==> src/mtq_map.vh <==
// Purpose: Constants for the trigger sequencer and error queue block
// Assumes: 20 MHz clock; register port with one-cycle read latency
// Notes:   Offsets are word indexes on the plain register port
`ifndef MTQ_MAP_VH
`define MTQ_MAP_VH
`define MTQ_CLK_HZ        20000000
// Register offsets
`define MTQ_A_CMD         4'h0
`define MTQ_A_COUNT       4'h1
`define MTQ_A_DELAY       4'h2
`define MTQ_A_CONF        4'h3
`define MTQ_A_ERRQ        4'h4
`define MTQ_A_QEVENT      4'h5
`define MTQ_A_QENABLE     4'h6
`define MTQ_A_STATUS      4'h7
`define MTQ_A_VERSION     4'h8
`define MTQ_A_ERRPUSH     4'h9
`define MTQ_A_LIMITS      4'hA
// Command bits in MTQ_A_CMD
`define MTQ_C_INIT        0
`define MTQ_C_READ        1
`define MTQ_C_BUSTRIG     2
`define MTQ_C_CLS         3
`define MTQ_C_RST         4
`define MTQ_C_CONFIGURE   5
`define MTQ_C_COUNT_MIN   6
`define MTQ_C_COUNT_MAX   7
`define MTQ_C_COUNT_INF   8
`define MTQ_C_DEL_MIN     9
`define MTQ_C_DEL_MAX     10
// CONF fields
`define MTQ_F_AUTO        0
`define MTQ_F_SRC_LO      1
`define MTQ_F_FUNC_LO     3
`define MTQ_F_RANGE_LO    6
`define MTQ_F_PLC1        9
`define MTQ_F_FILT_LO     10
// Trigger sources
`define MTQ_SRC_IMM       2'h0
`define MTQ_SRC_BUS       2'h1
`define MTQ_SRC_EXT       2'h2
`define MTQ_SRC_BPL       2'h3
// Functions
`define MTQ_FN_DC         3'h0
`define MTQ_FN_OHM        3'h1
`define MTQ_FN_AC         3'h2
`define MTQ_FN_FREQ       3'h3
// Resistance ranges, 100 ohm up to 100 Mohm
`define MTQ_R_1M          3'h4
`define MTQ_R_10M         3'h5
// AC filter
`define MTQ_FL_SLOW       2'h0
`define MTQ_FL_MED        2'h1
// Limits
`define MTQ_COUNT_MIN     16'h0001
`define MTQ_COUNT_MAX     16'hC350
`define MTQ_DELAY_MAX_S   12'hE10
`define MTQ_STORE_DEPTH   16'h0010
`define MTQ_ERRQ_DEPTH    20
// Error codes, 16 bit two's complement
`define MTQ_E_NONE        16'h0000
`define MTQ_E_OVERFLOW    16'hFEA2
`define MTQ_E_TRIG_IGN    16'hFF25
`define MTQ_E_NO_MEM      16'hFEAA
// Message ids
`define MTQ_M_NONE        8'h00
`define MTQ_M_OVERFLOW    8'h01
`define MTQ_M_TRIG_IGN    8'h02
`define MTQ_M_NO_MEM      8'h03
// Auto delays in microseconds
`define MTQ_D_1MS0_US     32'd1000
`define MTQ_D_1MS5_US     32'd1500
`define MTQ_D_10MS_US     32'd10000
`define MTQ_D_100MS_US    32'd100000
`define MTQ_D_600MS_US    32'd600000
`define MTQ_D_1S0_US      32'd1000000
`define MTQ_D_7S0_US      32'd7000000
`define MTQ_TICKS_PER_US  (`MTQ_CLK_HZ / 1000000)
// Version YYYY.R as BCD year and digit
`define MTQ_VERSION       20'h19910
// Questionable event width
`define MTQ_QW            16
`endif

==> src/mtq_core.v <==
// Purpose: Trigger sequencer, error queue and questionable event query
// Assumes: Synchronous inputs, 20 MHz clock, read data one cycle late
// Notes:   Delay seconds become ticks by a microsecond prescaler
`timescale 1ns/1ns
`default_nettype none
`include "mtq_map.vh"
module mtq_core #(
  parameter DEPTH    = `MTQ_ERRQ_DEPTH,
  parameter STORE    = `MTQ_STORE_DEPTH,
  parameter US_TICKS = `MTQ_TICKS_PER_US
) (
  input  wire        i_mclk,
  input  wire        i_rstn,
  input  wire [3:0]  i_addr,
  input  wire [31:0] i_wdata,
  input  wire        i_wr,
  input  wire        i_rd,
  input  wire        i_ext_trig_n,
  input  wire [7:0]  i_backplane_trigger_lines,
  input  wire [2:0]  i_bpl_sel,
  input  wire        i_meas_done,
  input  wire [`MTQ_QW-1:0] i_quest_set,
  output reg  [31:0] o_rdata,
  output reg         o_meas_start,
  output reg         o_waiting,
  output reg         o_busy,
  output reg         o_questionable_summary_bit
);
  localparam S_IDLE = 4'b0001;
  localparam S_WAIT = 4'b0010;
  localparam S_DLY  = 4'b0100;
  localparam S_MEAS = 4'b1000;

  reg  [15:0] trig_count;
  reg         count_inf;
  reg  [11:0] delay_s;
  reg  [15:0] samples_per_trigger;
  reg  [15:0] conf;
  reg  [`MTQ_QW-1:0] qevent;
  reg  [`MTQ_QW-1:0] qenable;
  reg  [3:0]  state;
  reg  [15:0] trig_done;
  reg  [15:0] samp_done;
  reg  [31:0] dly_us;
  reg  [7:0]  us_pre;
  reg         ext_prev;
  reg  [23:0] err_mem [0:DEPTH-1];
  reg  [4:0]  rd_ptr;
  reg  [4:0]  wr_ptr;
  reg  [4:0]  level;
  reg         ovf;
  wire        automatic_delay_flag = conf[`MTQ_F_AUTO];
  wire [1:0]  src  = conf[`MTQ_F_SRC_LO+1:`MTQ_F_SRC_LO];
  wire [2:0]  fn   = conf[`MTQ_F_FUNC_LO+2:`MTQ_F_FUNC_LO];
  wire [2:0]  rng  = conf[`MTQ_F_RANGE_LO+2:`MTQ_F_RANGE_LO];
  wire        integration_line_cycles = conf[`MTQ_F_PLC1];
  wire [1:0]  filt = conf[`MTQ_F_FILT_LO+1:`MTQ_F_FILT_LO];

  wire wr_cmd = i_wr && (i_addr == `MTQ_A_CMD);
  wire c_init = wr_cmd && (i_wdata[`MTQ_C_INIT] || i_wdata[`MTQ_C_READ]);
  wire c_store = wr_cmd && i_wdata[`MTQ_C_INIT] && !i_wdata[`MTQ_C_READ];
  wire c_bus  = wr_cmd && i_wdata[`MTQ_C_BUSTRIG];
  wire c_cls  = wr_cmd && i_wdata[`MTQ_C_CLS];
  wire c_rst  = wr_cmd && i_wdata[`MTQ_C_RST];
  wire c_conf = wr_cmd && i_wdata[`MTQ_C_CONFIGURE];
  wire rd_err = i_rd && (i_addr == `MTQ_A_ERRQ);
  wire rd_q   = i_rd && (i_addr == `MTQ_A_QEVENT);

  // Auto delay selection in microseconds
  reg [31:0] auto_us;
  always @* begin
    auto_us = `MTQ_D_1S0_US;
    case (fn)
      `MTQ_FN_DC: auto_us = integration_line_cycles ? `MTQ_D_1MS5_US
                                                   : `MTQ_D_1MS0_US;
      `MTQ_FN_OHM: begin
        if (rng >= `MTQ_R_10M)
          auto_us = `MTQ_D_100MS_US;
        else if (rng == `MTQ_R_1M)
          auto_us = integration_line_cycles ? `MTQ_D_1MS5_US : `MTQ_D_10MS_US;
        else
          auto_us = integration_line_cycles ? `MTQ_D_1MS5_US : `MTQ_D_1MS0_US;
      end
      `MTQ_FN_AC: begin
        if (filt == `MTQ_FL_SLOW)
          auto_us = `MTQ_D_7S0_US;
        else if (filt == `MTQ_FL_MED)
          auto_us = `MTQ_D_1S0_US;
        else
          auto_us = `MTQ_D_600MS_US;
      end
      default: auto_us = `MTQ_D_1S0_US;
    endcase
  end
  // auto flag chooses the table value
  wire [31:0] sel_us = automatic_delay_flag ? auto_us
                     : ({20'h00000, delay_s} * 32'd1000000);

  // Trigger source; external input fires on its falling edge
  wire ext_fall = ext_prev && !i_ext_trig_n;
  reg  trig_in;
  always @* begin
    case (src)
      `MTQ_SRC_IMM: trig_in = 1'b1;
      `MTQ_SRC_BUS: trig_in = c_bus;
      `MTQ_SRC_EXT: trig_in = ext_fall;
      default:      trig_in = i_backplane_trigger_lines[i_bpl_sel];
    endcase
  end
  wire trig_ign = c_bus && (state != S_WAIT);
  // Readings are count times samples; full product width avoids a wrap
  wire [31:0] readings = trig_count * samples_per_trigger;
  wire no_mem   = c_store && (count_inf || readings > {16'h0000, STORE[15:0]});

  // Error push: internal events first, else software push port
  wire        push_sw = i_wr && (i_addr == `MTQ_A_ERRPUSH);
  wire        push    = trig_ign || no_mem || push_sw;
  wire [23:0] push_e  = trig_ign ? {`MTQ_E_TRIG_IGN, `MTQ_M_TRIG_IGN}
                      : no_mem   ? {`MTQ_E_NO_MEM, `MTQ_M_NO_MEM}
                      : i_wdata[23:0];
  wire        empty   = (level == 5'd0);
  wire        pop     = rd_err && !empty;
  wire [4:0]  last    = (wr_ptr == 5'd0) ? DEPTH[4:0] - 5'd1 : wr_ptr - 5'd1;
  wire [4:0]  rd_nx   = (rd_ptr == DEPTH[4:0] - 5'd1) ? 5'd0 : rd_ptr + 5'd1;
  wire [4:0]  wr_nx   = (wr_ptr == DEPTH[4:0] - 5'd1) ? 5'd0 : wr_ptr + 5'd1;
  // A push with a full queue overwrites the newest entry with the marker, once until the next pop
  wire        full    = (level == DEPTH[4:0]);
  wire        do_push = push && (!full || pop);

  always @(posedge i_mclk or negedge i_rstn) begin
    if (!i_rstn) begin
      rd_ptr <= 5'd0;
      wr_ptr <= 5'd0;
      level  <= 5'd0;
      ovf    <= 1'b0;
    end else if (c_cls) begin
      rd_ptr <= 5'd0;
      wr_ptr <= 5'd0;
      level  <= 5'd0;
      ovf    <= 1'b0;
    end else begin
      if (pop) begin
        rd_ptr <= rd_nx;
        ovf    <= 1'b0;
      end
      if (do_push) begin
        err_mem[wr_ptr] <= push_e;
        wr_ptr <= wr_nx;
      end else if (push && !ovf) begin
        err_mem[last] <= {`MTQ_E_OVERFLOW, `MTQ_M_OVERFLOW};
        ovf <= 1'b1;
      end
      if (do_push && !pop)
        level <= level + 5'd1;
      else if (pop && !do_push)
        level <= level - 5'd1;
    end
  end

  // Settings, event register and sequencer
  always @(posedge i_mclk or negedge i_rstn) begin
    if (!i_rstn) begin
      trig_count <= `MTQ_COUNT_MIN;
      count_inf  <= 1'b0;
      delay_s    <= 12'h000;
      samples_per_trigger <= 16'h0001;
      conf       <= 16'h0001;
      qevent     <= {`MTQ_QW{1'b0}};
      qenable    <= {`MTQ_QW{1'b0}};
      state      <= S_IDLE;
      trig_done  <= 16'h0000;
      samp_done  <= 16'h0000;
      dly_us     <= 32'h00000000;
      us_pre     <= 8'h00;
      ext_prev   <= 1'b1;
      o_meas_start <= 1'b0;
      o_waiting  <= 1'b0;
      o_busy     <= 1'b0;
      o_questionable_summary_bit <= 1'b0;
    end else begin
      ext_prev <= i_ext_trig_n;
      o_meas_start <= 1'b0;
      // set wins over the read clear
      qevent <= (rd_q ? {`MTQ_QW{1'b0}} : qevent) | i_quest_set;
      o_questionable_summary_bit <= |(qevent & qenable);
      if (i_wr && i_addr == `MTQ_A_COUNT && i_wdata[31:16] == 16'h0000) begin
        if (i_wdata[15:0] >= `MTQ_COUNT_MIN && i_wdata[15:0] <= `MTQ_COUNT_MAX) begin
          trig_count <= i_wdata[15:0];
          count_inf  <= 1'b0;
        end
      end
      if (i_wr && i_addr == `MTQ_A_DELAY && i_wdata[31:12] == 20'h00000 &&
          i_wdata[11:0] <= `MTQ_DELAY_MAX_S) begin
        delay_s <= i_wdata[11:0];
        conf[`MTQ_F_AUTO] <= 1'b0;
      end
      if (i_wr && i_addr == `MTQ_A_CONF) begin
        conf <= {4'h0, i_wdata[11:0]};
        if (i_wdata[31:16] != 16'h0000)
          samples_per_trigger <= i_wdata[31:16];
      end
      if (i_wr && i_addr == `MTQ_A_QENABLE)
        qenable <= i_wdata[`MTQ_QW-1:0];
      if (wr_cmd) begin
        if (i_wdata[`MTQ_C_COUNT_MIN]) begin
          trig_count <= `MTQ_COUNT_MIN;
          count_inf  <= 1'b0;
        end
        if (i_wdata[`MTQ_C_COUNT_MAX]) begin
          trig_count <= `MTQ_COUNT_MAX;
          count_inf  <= 1'b0;
        end
        if (i_wdata[`MTQ_C_COUNT_INF])
          count_inf <= 1'b1;
        if (i_wdata[`MTQ_C_DEL_MIN]) begin
          delay_s <= 12'h000;
          conf[`MTQ_F_AUTO] <= 1'b0;
        end
        if (i_wdata[`MTQ_C_DEL_MAX]) begin
          delay_s <= `MTQ_DELAY_MAX_S;
          conf[`MTQ_F_AUTO] <= 1'b0;
        end
        if (c_conf) begin
          trig_count <= `MTQ_COUNT_MIN;
          count_inf  <= 1'b0;
          conf[`MTQ_F_SRC_LO+1:`MTQ_F_SRC_LO] <= `MTQ_SRC_IMM;
        end
        if (c_rst) begin
          trig_count <= `MTQ_COUNT_MIN;
          count_inf  <= 1'b0;
          conf       <= 16'h0001;
          samples_per_trigger <= 16'h0001;
          state      <= S_IDLE;
        end
      end
      if (!c_rst) begin
        case (state)
          S_IDLE: begin
            if (c_init && !no_mem) begin
              state <= S_WAIT;
              trig_done <= 16'h0000;
            end
          end
          S_WAIT: begin
            if (trig_in) begin
              dly_us    <= sel_us;
              us_pre    <= 8'h00;
              samp_done <= 16'h0000;
              state     <= S_DLY;
            end
          end
          S_DLY: begin
            // Prescaler gives a one-cycle microsecond enable
            if (dly_us == 32'h00000000) begin
              o_meas_start <= 1'b1;
              state <= S_MEAS;
            end else if (us_pre == US_TICKS[7:0] - 8'h01) begin
              us_pre <= 8'h00;
              dly_us <= dly_us - 32'h00000001;
            end else begin
              us_pre <= us_pre + 8'h01;
            end
          end
          S_MEAS: begin
            if (i_meas_done) begin
              if (samp_done + 16'h0001 < samples_per_trigger) begin
                samp_done <= samp_done + 16'h0001;
                dly_us <= sel_us;
                us_pre <= 8'h00;
                state  <= S_DLY;
              end else if (!count_inf && trig_done + 16'h0001 >= trig_count) begin
                state <= S_IDLE;
              end else begin
                trig_done <= trig_done + 16'h0001;
                state <= S_WAIT;
              end
            end
          end
          default: state <= S_IDLE;
        endcase
      end
      o_waiting <= (state == S_WAIT);
      o_busy    <= (state != S_IDLE);
    end
  end

  // Read port, data one cycle after the strobe
  always @(posedge i_mclk or negedge i_rstn) begin
    if (!i_rstn) begin
      o_rdata <= 32'h00000000;
    end else if (i_rd) begin
      case (i_addr)
        `MTQ_A_COUNT:   o_rdata <= {15'h0000, count_inf, trig_count};
        `MTQ_A_DELAY:   o_rdata <= {20'h00000, delay_s};
        `MTQ_A_CONF:    o_rdata <= {samples_per_trigger, conf};
        `MTQ_A_ERRQ:    o_rdata <= empty ? {8'h00, `MTQ_E_NONE, `MTQ_M_NONE}
                                         : {8'h00, err_mem[rd_ptr]};
        `MTQ_A_QEVENT:  o_rdata <= {{(32-`MTQ_QW){1'b0}}, qevent};
        `MTQ_A_QENABLE: o_rdata <= {{(32-`MTQ_QW){1'b0}}, qenable};
        `MTQ_A_STATUS:  o_rdata <= {20'h00000, ovf, level, state, o_questionable_summary_bit,
                                    o_busy};
        `MTQ_A_VERSION: o_rdata <= {12'h000, `MTQ_VERSION};
        `MTQ_A_LIMITS:  o_rdata <= {`MTQ_COUNT_MAX, 4'h0, `MTQ_DELAY_MAX_S};
        default:        o_rdata <= 32'h00000000;
      endcase
    end else begin
      o_rdata <= 32'h00000000;
    end
  end
endmodule // mtq_core
`default_nettype wire

==> config.mk <==
export PLATFORM = sky130hd
export DESIGN_NAME = mtq_core
export DESIGN_NICKNAME = d
export VERILOG_FILES = /design/src/mtq_core.v
export VERILOG_INCLUDE_DIRS = /design/src
export SDC_FILE = /design/constraint.sdc
export NUM_CORES = 2
export LEC_CHECK = 0
export BUFFER_PORTS_ARGS = -buffer_cell sky130_fd_sc_hd__buf_2
export CAP_MARGIN = 10
export CORE_MARGIN = 5
export CORE_UTILIZATION = 40
export DETAILED_ROUTE_END_ITERATION = 12
export PLACE_DENSITY = 0.66
export SLEW_MARGIN = 20
export SYNTH_ARGS = -nofsm -noshare
export SYNTH_HDL_FRONTEND = slang
export SYNTH_SLANG_ARGS = --single-unit
==> constraint.sdc <==
create_clock -name i_mclk -period 13.43 [get_ports i_mclk]
set_input_delay 1.343 -clock i_mclk [delete_from_list [all_inputs] [get_ports i_mclk]]
set_output_delay 1.343 -clock i_mclk [all_outputs]
set_load 0.03 [all_outputs]
# Word-level counts from Yosys, hierarchy flattened
# Memories as Yosys holds them, arrays and structs flattened.
# Index checks and enable logic that the tools add are counted.
# word_totals
regBits	222
mem_bits_rw	480
inputBits	69
output_inout_bits	36
word_cells	251
memories	1
# mem_list
memory	depth	word_bits	read_ports	rd_ports_with_merged_regs	write_ports	line_no	source
err_mem	20	24	1	0	1	mtq_core.v:47	reg [23:0] err_mem [0:DEPTH-1];
# op_classes
n_addsub	9
n_mul	2
order_cmp	8
eq_ne	34
muxes	105
n_bitwise	3
reduce_logical	67
# ops
operator	n
16-bit 2-to-1 mux	22
32-bit one-hot mux with 9 select lines	1
32-bit 2-to-1 mux	7
32-bit one-hot mux with 3 select lines	2
24-bit 2-to-1 mux	4
16-bit one-hot mux with 2 select lines	2
5-bit 2-to-1 mux	11
12-bit 2-to-1 mux	4
8-bit 2-to-1 mux	5
16-bit by 1-bit adder with 16-bit output (second input constant)	2
32-bit by 5-bit > comparator with 1-bit output (second input constant)	1
32-bit zero test	1
16-bit by 16-bit multiplier with 32-bit output	1
32-bit by 1-bit subtractor with 32-bit output (second input constant)	1
1-bit logical AND	31
14-bit 2-to-1 mux	2
4-bit 2-to-1 mux	7
1-bit 2-to-1 mux	27
12-bit by 14-bit multiplier with 26-bit output (second input constant)	1
8-bit one-hot mux with 3 select lines	1
24-bit OR reduction	1
23-bit 2-to-1 mux	1
4-bit by 3-bit == test with 1-bit output (second input constant)	5
20-bit zero test	1
other kinds (48)	87

# Logic depth before layout (Yosys ltp)
# depth
word_depth	15
depth_mapped	32
depth_no_buf	29

# Worst setup path after synthesis
# Ideal clock, no wire load.
# synth_path
kind	reg-to-reg
start	register samples_per_trigger[7]
end	memory err_mem[10][0], enable pin
setup_time_ns	0.442
t_arrival_ns	8.559
t_required_ns	12.988
setup_slack_ns	4.429
path_stages_with_launch	30
path_buffers	4
period_less_slack_ns	9.001
path_cell_list	dfrtp_1 clkbuf_1 clkbuf_1 nand2_1 fa_1 inv_1 fa_1 inv_1 fa_1 inv_1 fa_1 fa_1 inv_1 fa_1 inv_1 ha_1 buf_4 and2_1 and3_1 nand3_2 nand2_1 a41oi_2 xnor2_1 or4_4 nor4_4 o211a_1 buf_6 o31ai_1 a21o_1 a211oi_1
# synth_between
elab_chain_cells	14
word_cells_on_any_way	20
cone_classes	mul (1); order compare (1); mux (9); reduce/logical (9)
# synth_lines
element	line_no	source
from (decl)	mtq_core.v:37	reg [15:0] samples_per_trigger;
from (signal assigned)	mtq_core.v:200	samples_per_trigger <= i_wdata[31:16];
16-bit by 16-bit multiplier with 32-bit output *	mtq_core.v:112	wire [31:0] readings = trig_count * samples_per_trigger;
32-bit by 5-bit > comparator with 1-bit output *	mtq_core.v:113	wire no_mem = c_store && (count_inf || readings > {16'h0000, STORE[15:0]});
1-bit logical OR *	mtq_core.v:113	
1-bit logical AND *	mtq_core.v:113	
1-bit logical OR * (2 in series)	mtq_core.v:117	wire push = trig_ign || no_mem || push_sw;
1-bit logical AND	mtq_core.v:149	end else if (push && !ovf) begin
1-bit 2-to-1 mux	mtq_core.v:149	
1-bit 2-to-1 mux	mtq_core.v:146	if (do_push) begin
1-bit 2-to-1 mux	mtq_core.v:136	end else if (c_cls) begin
1-bit logical AND	mtq_core.v:150	err_mem[last] <= {`MTQ_E_OVERFLOW, `MTQ_M_OVERFLOW};
1-bit 2-to-1 mux	mtq_core.v:150	
24-bit OR reduction (no source line)	--	
5-bit 2-to-1 mux (no source line) / 1-bit 2-to-1 mux (equally long branches)	--	
to (decl)	mtq_core.v:47	
# Mark *: on every way between the ends. The rest lies on a longest branch, timed or not.

# Worst setup path in the final report
# layout_path
start	register trig_count[2]
end	memory err_mem[8][2], enable pin
# layout_between
elab_chain_cells	14
word_cells_on_any_way	20
cone_classes	mul (1); order compare (1); mux (9); reduce/logical (9)
# layout_lines
element	line_no	source
from (decl)	mtq_core.v:34	reg [15:0] trig_count;
from (signal assigned)	mtq_core.v:163	trig_count <= `MTQ_COUNT_MIN;
from (signal assigned)	mtq_core.v:188	trig_count <= i_wdata[15:0];
from (signal assigned)	mtq_core.v:206	trig_count <= `MTQ_COUNT_MIN;
16-bit by 16-bit multiplier with 32-bit output *	mtq_core.v:112	
32-bit by 5-bit > comparator with 1-bit output *	mtq_core.v:113	
1-bit logical OR *	mtq_core.v:113	
1-bit logical AND *	mtq_core.v:113	
1-bit logical OR * (2 in series)	mtq_core.v:117	
1-bit logical AND	mtq_core.v:149	
1-bit 2-to-1 mux	mtq_core.v:149	
1-bit 2-to-1 mux	mtq_core.v:146	
1-bit 2-to-1 mux	mtq_core.v:136	
1-bit logical AND	mtq_core.v:150	
1-bit 2-to-1 mux	mtq_core.v:150	
24-bit OR reduction (no source line)	--	
5-bit 2-to-1 mux (no source line) / 1-bit 2-to-1 mux (equally long branches)	--	
# Marks and branches as above.

==> impl.org <==
** Outcome
- Result of the run :: complete, no violations

** Global route
- Wire length of the first global-routing pass :: 184000 um
- Total global routing overflow :: 0
- Antenna violations before repair :: 9
- Total track usage :: 21.4%
- The via count of the first global-routing pass is 29400.
- Pin count of the biggest net entering global routing :: 98

** Pwr
- Net load switching power :: 0.00209 W
- Total power :: 0.00654 W
- The internal portion of the total power is 0.00445 W.
- In this run, flip-flops and latches consume 40.7% of the power.
- For this design the ratio of total power to cell area is 139 nW/um^2.
- Clock network fraction of design power :: 32.0%
- Leakage :: 18.7 nW
- Net switching is 32.0% of the power.
- Peak supply drop :: 0.104 mV
- Fraction of power consumed by combinational cells :: 27.2%

** Setup path
- Kind of end point of the critical path :: register
- Largest delay share family, worst path :: adder cells
- Counting both buffers and inverters, the worst setup path holds a total of 4.
- Start-to-end type of the worst setup path :: register to register
- Largest fanout on the critical path :: 14
- Among the stages of the critical path, the cell type that occurs most often is fa_1.
- The worst setup path is launched from a register.
- For this design, the slowest cell found on the critical path is a211oi_4.
- Data arrival, critical path :: 10.22 ns
- Cell-by-cell trace of the critical path :: clkinv_1 > nor2_1 > fa_1 > fa_1 > fa_1 > fa_1 > fa_1 > inv_1 > fa_1 > inv_1 > ha_1 > nand2_1 > nor3_1 > nand2b_1 > a32oi_1 > a41oi_2 > xnor2_1 > or4_4 > nor4_4 > o211a_1 > o31ai_1 > a21o_1 > a211oi_4 > buf_4
- At the worst endpoint, the required time is 13.73 ns.
- In this design, the stage delay of the slowest critical-path cell is 0.83 ns.

** Yosys
- Number of enable flip-flop cells after synthesis :: 480
- Top cell type by total area after synthesis :: edfxtp_1
- For this run, the number of Yosys warnings is 0.
- Seq cells post-synth :: 702
- Avg Cell Area, Syn :: 12.0 um^2
- Most used standard cell by instance count after synthesis :: edfxtp_1
- Synthesis produced 3550 cells.
- After synthesis, the cell types taking the most area are edfxtp_1, dfrtp_1, fa_1.
- Area share of the largest cell type after synthesis :: 33.9%
- Post-synth top flop :: edfxtp_1
- Most instantiated cells after synthesis :: edfxtp_1, inv_1, nand2_1
- Fraction of registers with async set/reset :: 31.6%
- Number of unique standard cell types used by synthesis :: 94
- The number of nets in the synthesized netlist is 4078.
- The synthesized netlist occupies a cell area of 42500 um^2.
- For this run, the register share of the synthesized area comes to 47.0%.

** Clocking
- Number of buffers added for setup after CTS :: 0
- # clock sinks :: 702
- Buffers inserted during clock tree synthesis total 73.
- After clock tree synthesis, the clock-pin slew on the worst setup and hold paths is 0.06 ns.
- Worst-Skew Late Latency :: 0.64 ns
- CTS tree :: done
- The H-tree was split into 3 levels.
- In this run, post-CTS repair resized a total of 0 instances.
- Hold-fix buffers, CTS :: 0
- Maximum root-to-sink buffer count :: 3
- In this run the clock root is driven by a clkbuf_16.

** Cells and area
- Number of nets in the finished design :: 4115
- Post-synthesis to final-layout area growth :: 10.7%
- Number of non-filler instances in the completed layout :: 5042
- Fill cells in the final layout number 9520.
- Of the cells placed in the final design, the portion with a size suffix greater than 1 is 13.9%.

** Floorplanning
- I/O pin count :: 105
- Die Outline Area :: 113000 um^2
- X dimension of the die :: 336 um
- Chip Height :: 336 um
- The floorplan step defined a core boundary enclosing 105000 um^2.
- Total number of placement rows :: 119
- Initial core utilization :: 40.3%

** Detailed routing
- In the detailed route, the total length drawn on met2 is 52500 um.
- For this block, the routed nets add up to 119000 um of wire.
- In this run the remaining antenna-violating nets after routing total 0.
- After detailed routing, the wire length on met1 is 49000 um.
- The first detailed-routing pass ran for 5 iterations.
- Number of vias in the routed layout :: 29000
- Average wire per standard cell :: 23.7 um
- After the first detailed-routing iteration, the DRC count stood at 3036.
- The highest layer touched by signal routing is met5.
- Vias per cell :: 5.75
- After detailed routing, the met3 layer carries 12000 um of wire.
- Number of remaining DRC errors :: 0

** STA
- Total negative setup slack :: 0 ns
- Derived from the worst setup path, the maximum achievable clock frequency is 101 MHz.
- Worst hold slack :: 0.497 ns
- Across all setup checks in the final design, the least slack found is 3.52 ns.
- The hold violation count in the final report is 0.
- For the final database, setup skew stands at 0.0199 ns.
- Rel. slew slack :: 23.0%
- At the pin with the least slew margin, the transition time is 1.15 ns.
- After layout, the minimum clock period comes to 9.91 ns.
- RSZ-0062 raised after global routing :: no
- The number of max-slew violations in the final report came to 0.
- # setup viols final :: 0
- Share of the cycle needed by the critical path after routing :: 73.8%

** Placed design
- Counting tap cells, the placed design contains a total of 4900 instances.
- Prior to clock tree synthesis, the placed netlist has a worst setup slack of 3.72 ns.
- Gp weighted congestion :: 0.973
- Port buffering added 104 buffers.
- Detailed placement finished with a half-perimeter wire length of 84800 um.

** Worst hold path
- The path class of the tightest hold or removal check is register to register.

** Job
- Across the run, the number of max-cap violations was 0.
[power groups by stage]
stage / logic [W] / clock network (W) / registers, W
after CTS: 0.00179 / 0.00213 / 0.00266
after global routing: 0.00199 / 0.00223 / 0.00269
after global placement: 0.00176 / 0 / 0.00270
final: 0.00178 / 0.00210 / 0.00266
after detailed placement: 0.00177 / 0 / 0.00270
after floorplan: 0.00141 / 0 / 0.00255
[worst paths after layout]
check | startpoint | endpoint | slack [ns] | cells after the start
setup / recovery | trig_count[2]$_DFF_PN0_ | err_mem[8][2]$_DFFE_PP_ | 3.52 | 24
hold / removal | dly_us[23]$_DFFE_PN0P_ | dly_us[23]$_DFFE_PN0P_ | 0.50 | 1
min in group asynchronous | i_rstn | o_rdata[8]$_DFF_PN0_ | 0.72 | 1
setup reg to reg | trig_count[2]$_DFF_PN0_ | err_mem[8][2]$_DFFE_PP_ | 3.52 | 24
hold reg to reg | dly_us[23]$_DFFE_PN0P_ | dly_us[23]$_DFFE_PN0P_ | 0.50 | 1
max in group asynchronous | i_rstn | trig_done[15]$_DFFE_PN0P_ | 11.16 | 2
[logic make-up after synthesis]
| kind of cell | after synthesis | share of synthesized area, % |
|---|---|---|
| buffers and inverters | 561 | 5.14 |
| adders and majority gates | 459 | 17.6 |
| and+or+nand+nor | 974 | 10.6 |
| muxes | 228 | 9.78 |
| AOI/OAI and AO/OA | 560 | 8.63 |
| xor gates and xnor gates | 66 | 1.36 |
| DFF | 702 | 47.0 |
[placed cells by master (no fill, tap or decap), types with 38 or more instances in the layout]
cell type,instances
clkbuf_16,75
a21oi_1,132
inv_1,373
mux4_2,146
nand3_1,65
edfxtp_1,480
o21ai_0,124
ha_1,229
nand2_1,343
mux2i_1,42
a31oi_1,38
fa_1,230
buf_2,103
nor2_1,276
dfrtp_1,214
nor3_1,54
xnor2_1,45
mux2_2,40
[through the flow]
| stage | utilization [%] | area (um^2) |
|---|---|---|
| after floorplan | - | 42500 |
| after global placement | 42.2 | 44500 |
| after detailed placement | 42.2 | 44500 |
| after CTS | 44.6 | 47000 |
| after global routing | 44.6 | 47100 |
| final | 44.6 | 47100 |
[flip-flops by register name, indices dropped and copies added (netlist names), 16 cells and up]
register,count
err_mem,480
trig_count,16
qenable,16
dly_us,32
qevent,16
o_rdata,32
samp_done,16
trig_done,16
conf,16
samples_per_trigger,16
[per-layer routing]
layer	vias to the layer above	global-route usage, %
met3	284	5.16
met5	-	0
met2	1384	32.2
met4	4	9.21
li1	12700	-
met1	14600	29.8
[area by class of cell]
type / instances / area, um^2 / area share (%)
timing repair buffer: 140 / 851 / 1.81
clock buffer: 109 / 2100 / 4.47
clock inverter: 25 / 364 / 0.774
tap: 1391 / 1740 / 3.70
inverter: 383 / 1440 / 3.05
sequential: 702 / 20000 / 42.5
multi-input combinational: 2287 / 20600 / 43.7
antenna: 5 / 12.5 / 0.0266
Note: power is estimated with default switching activity, not from simulation.
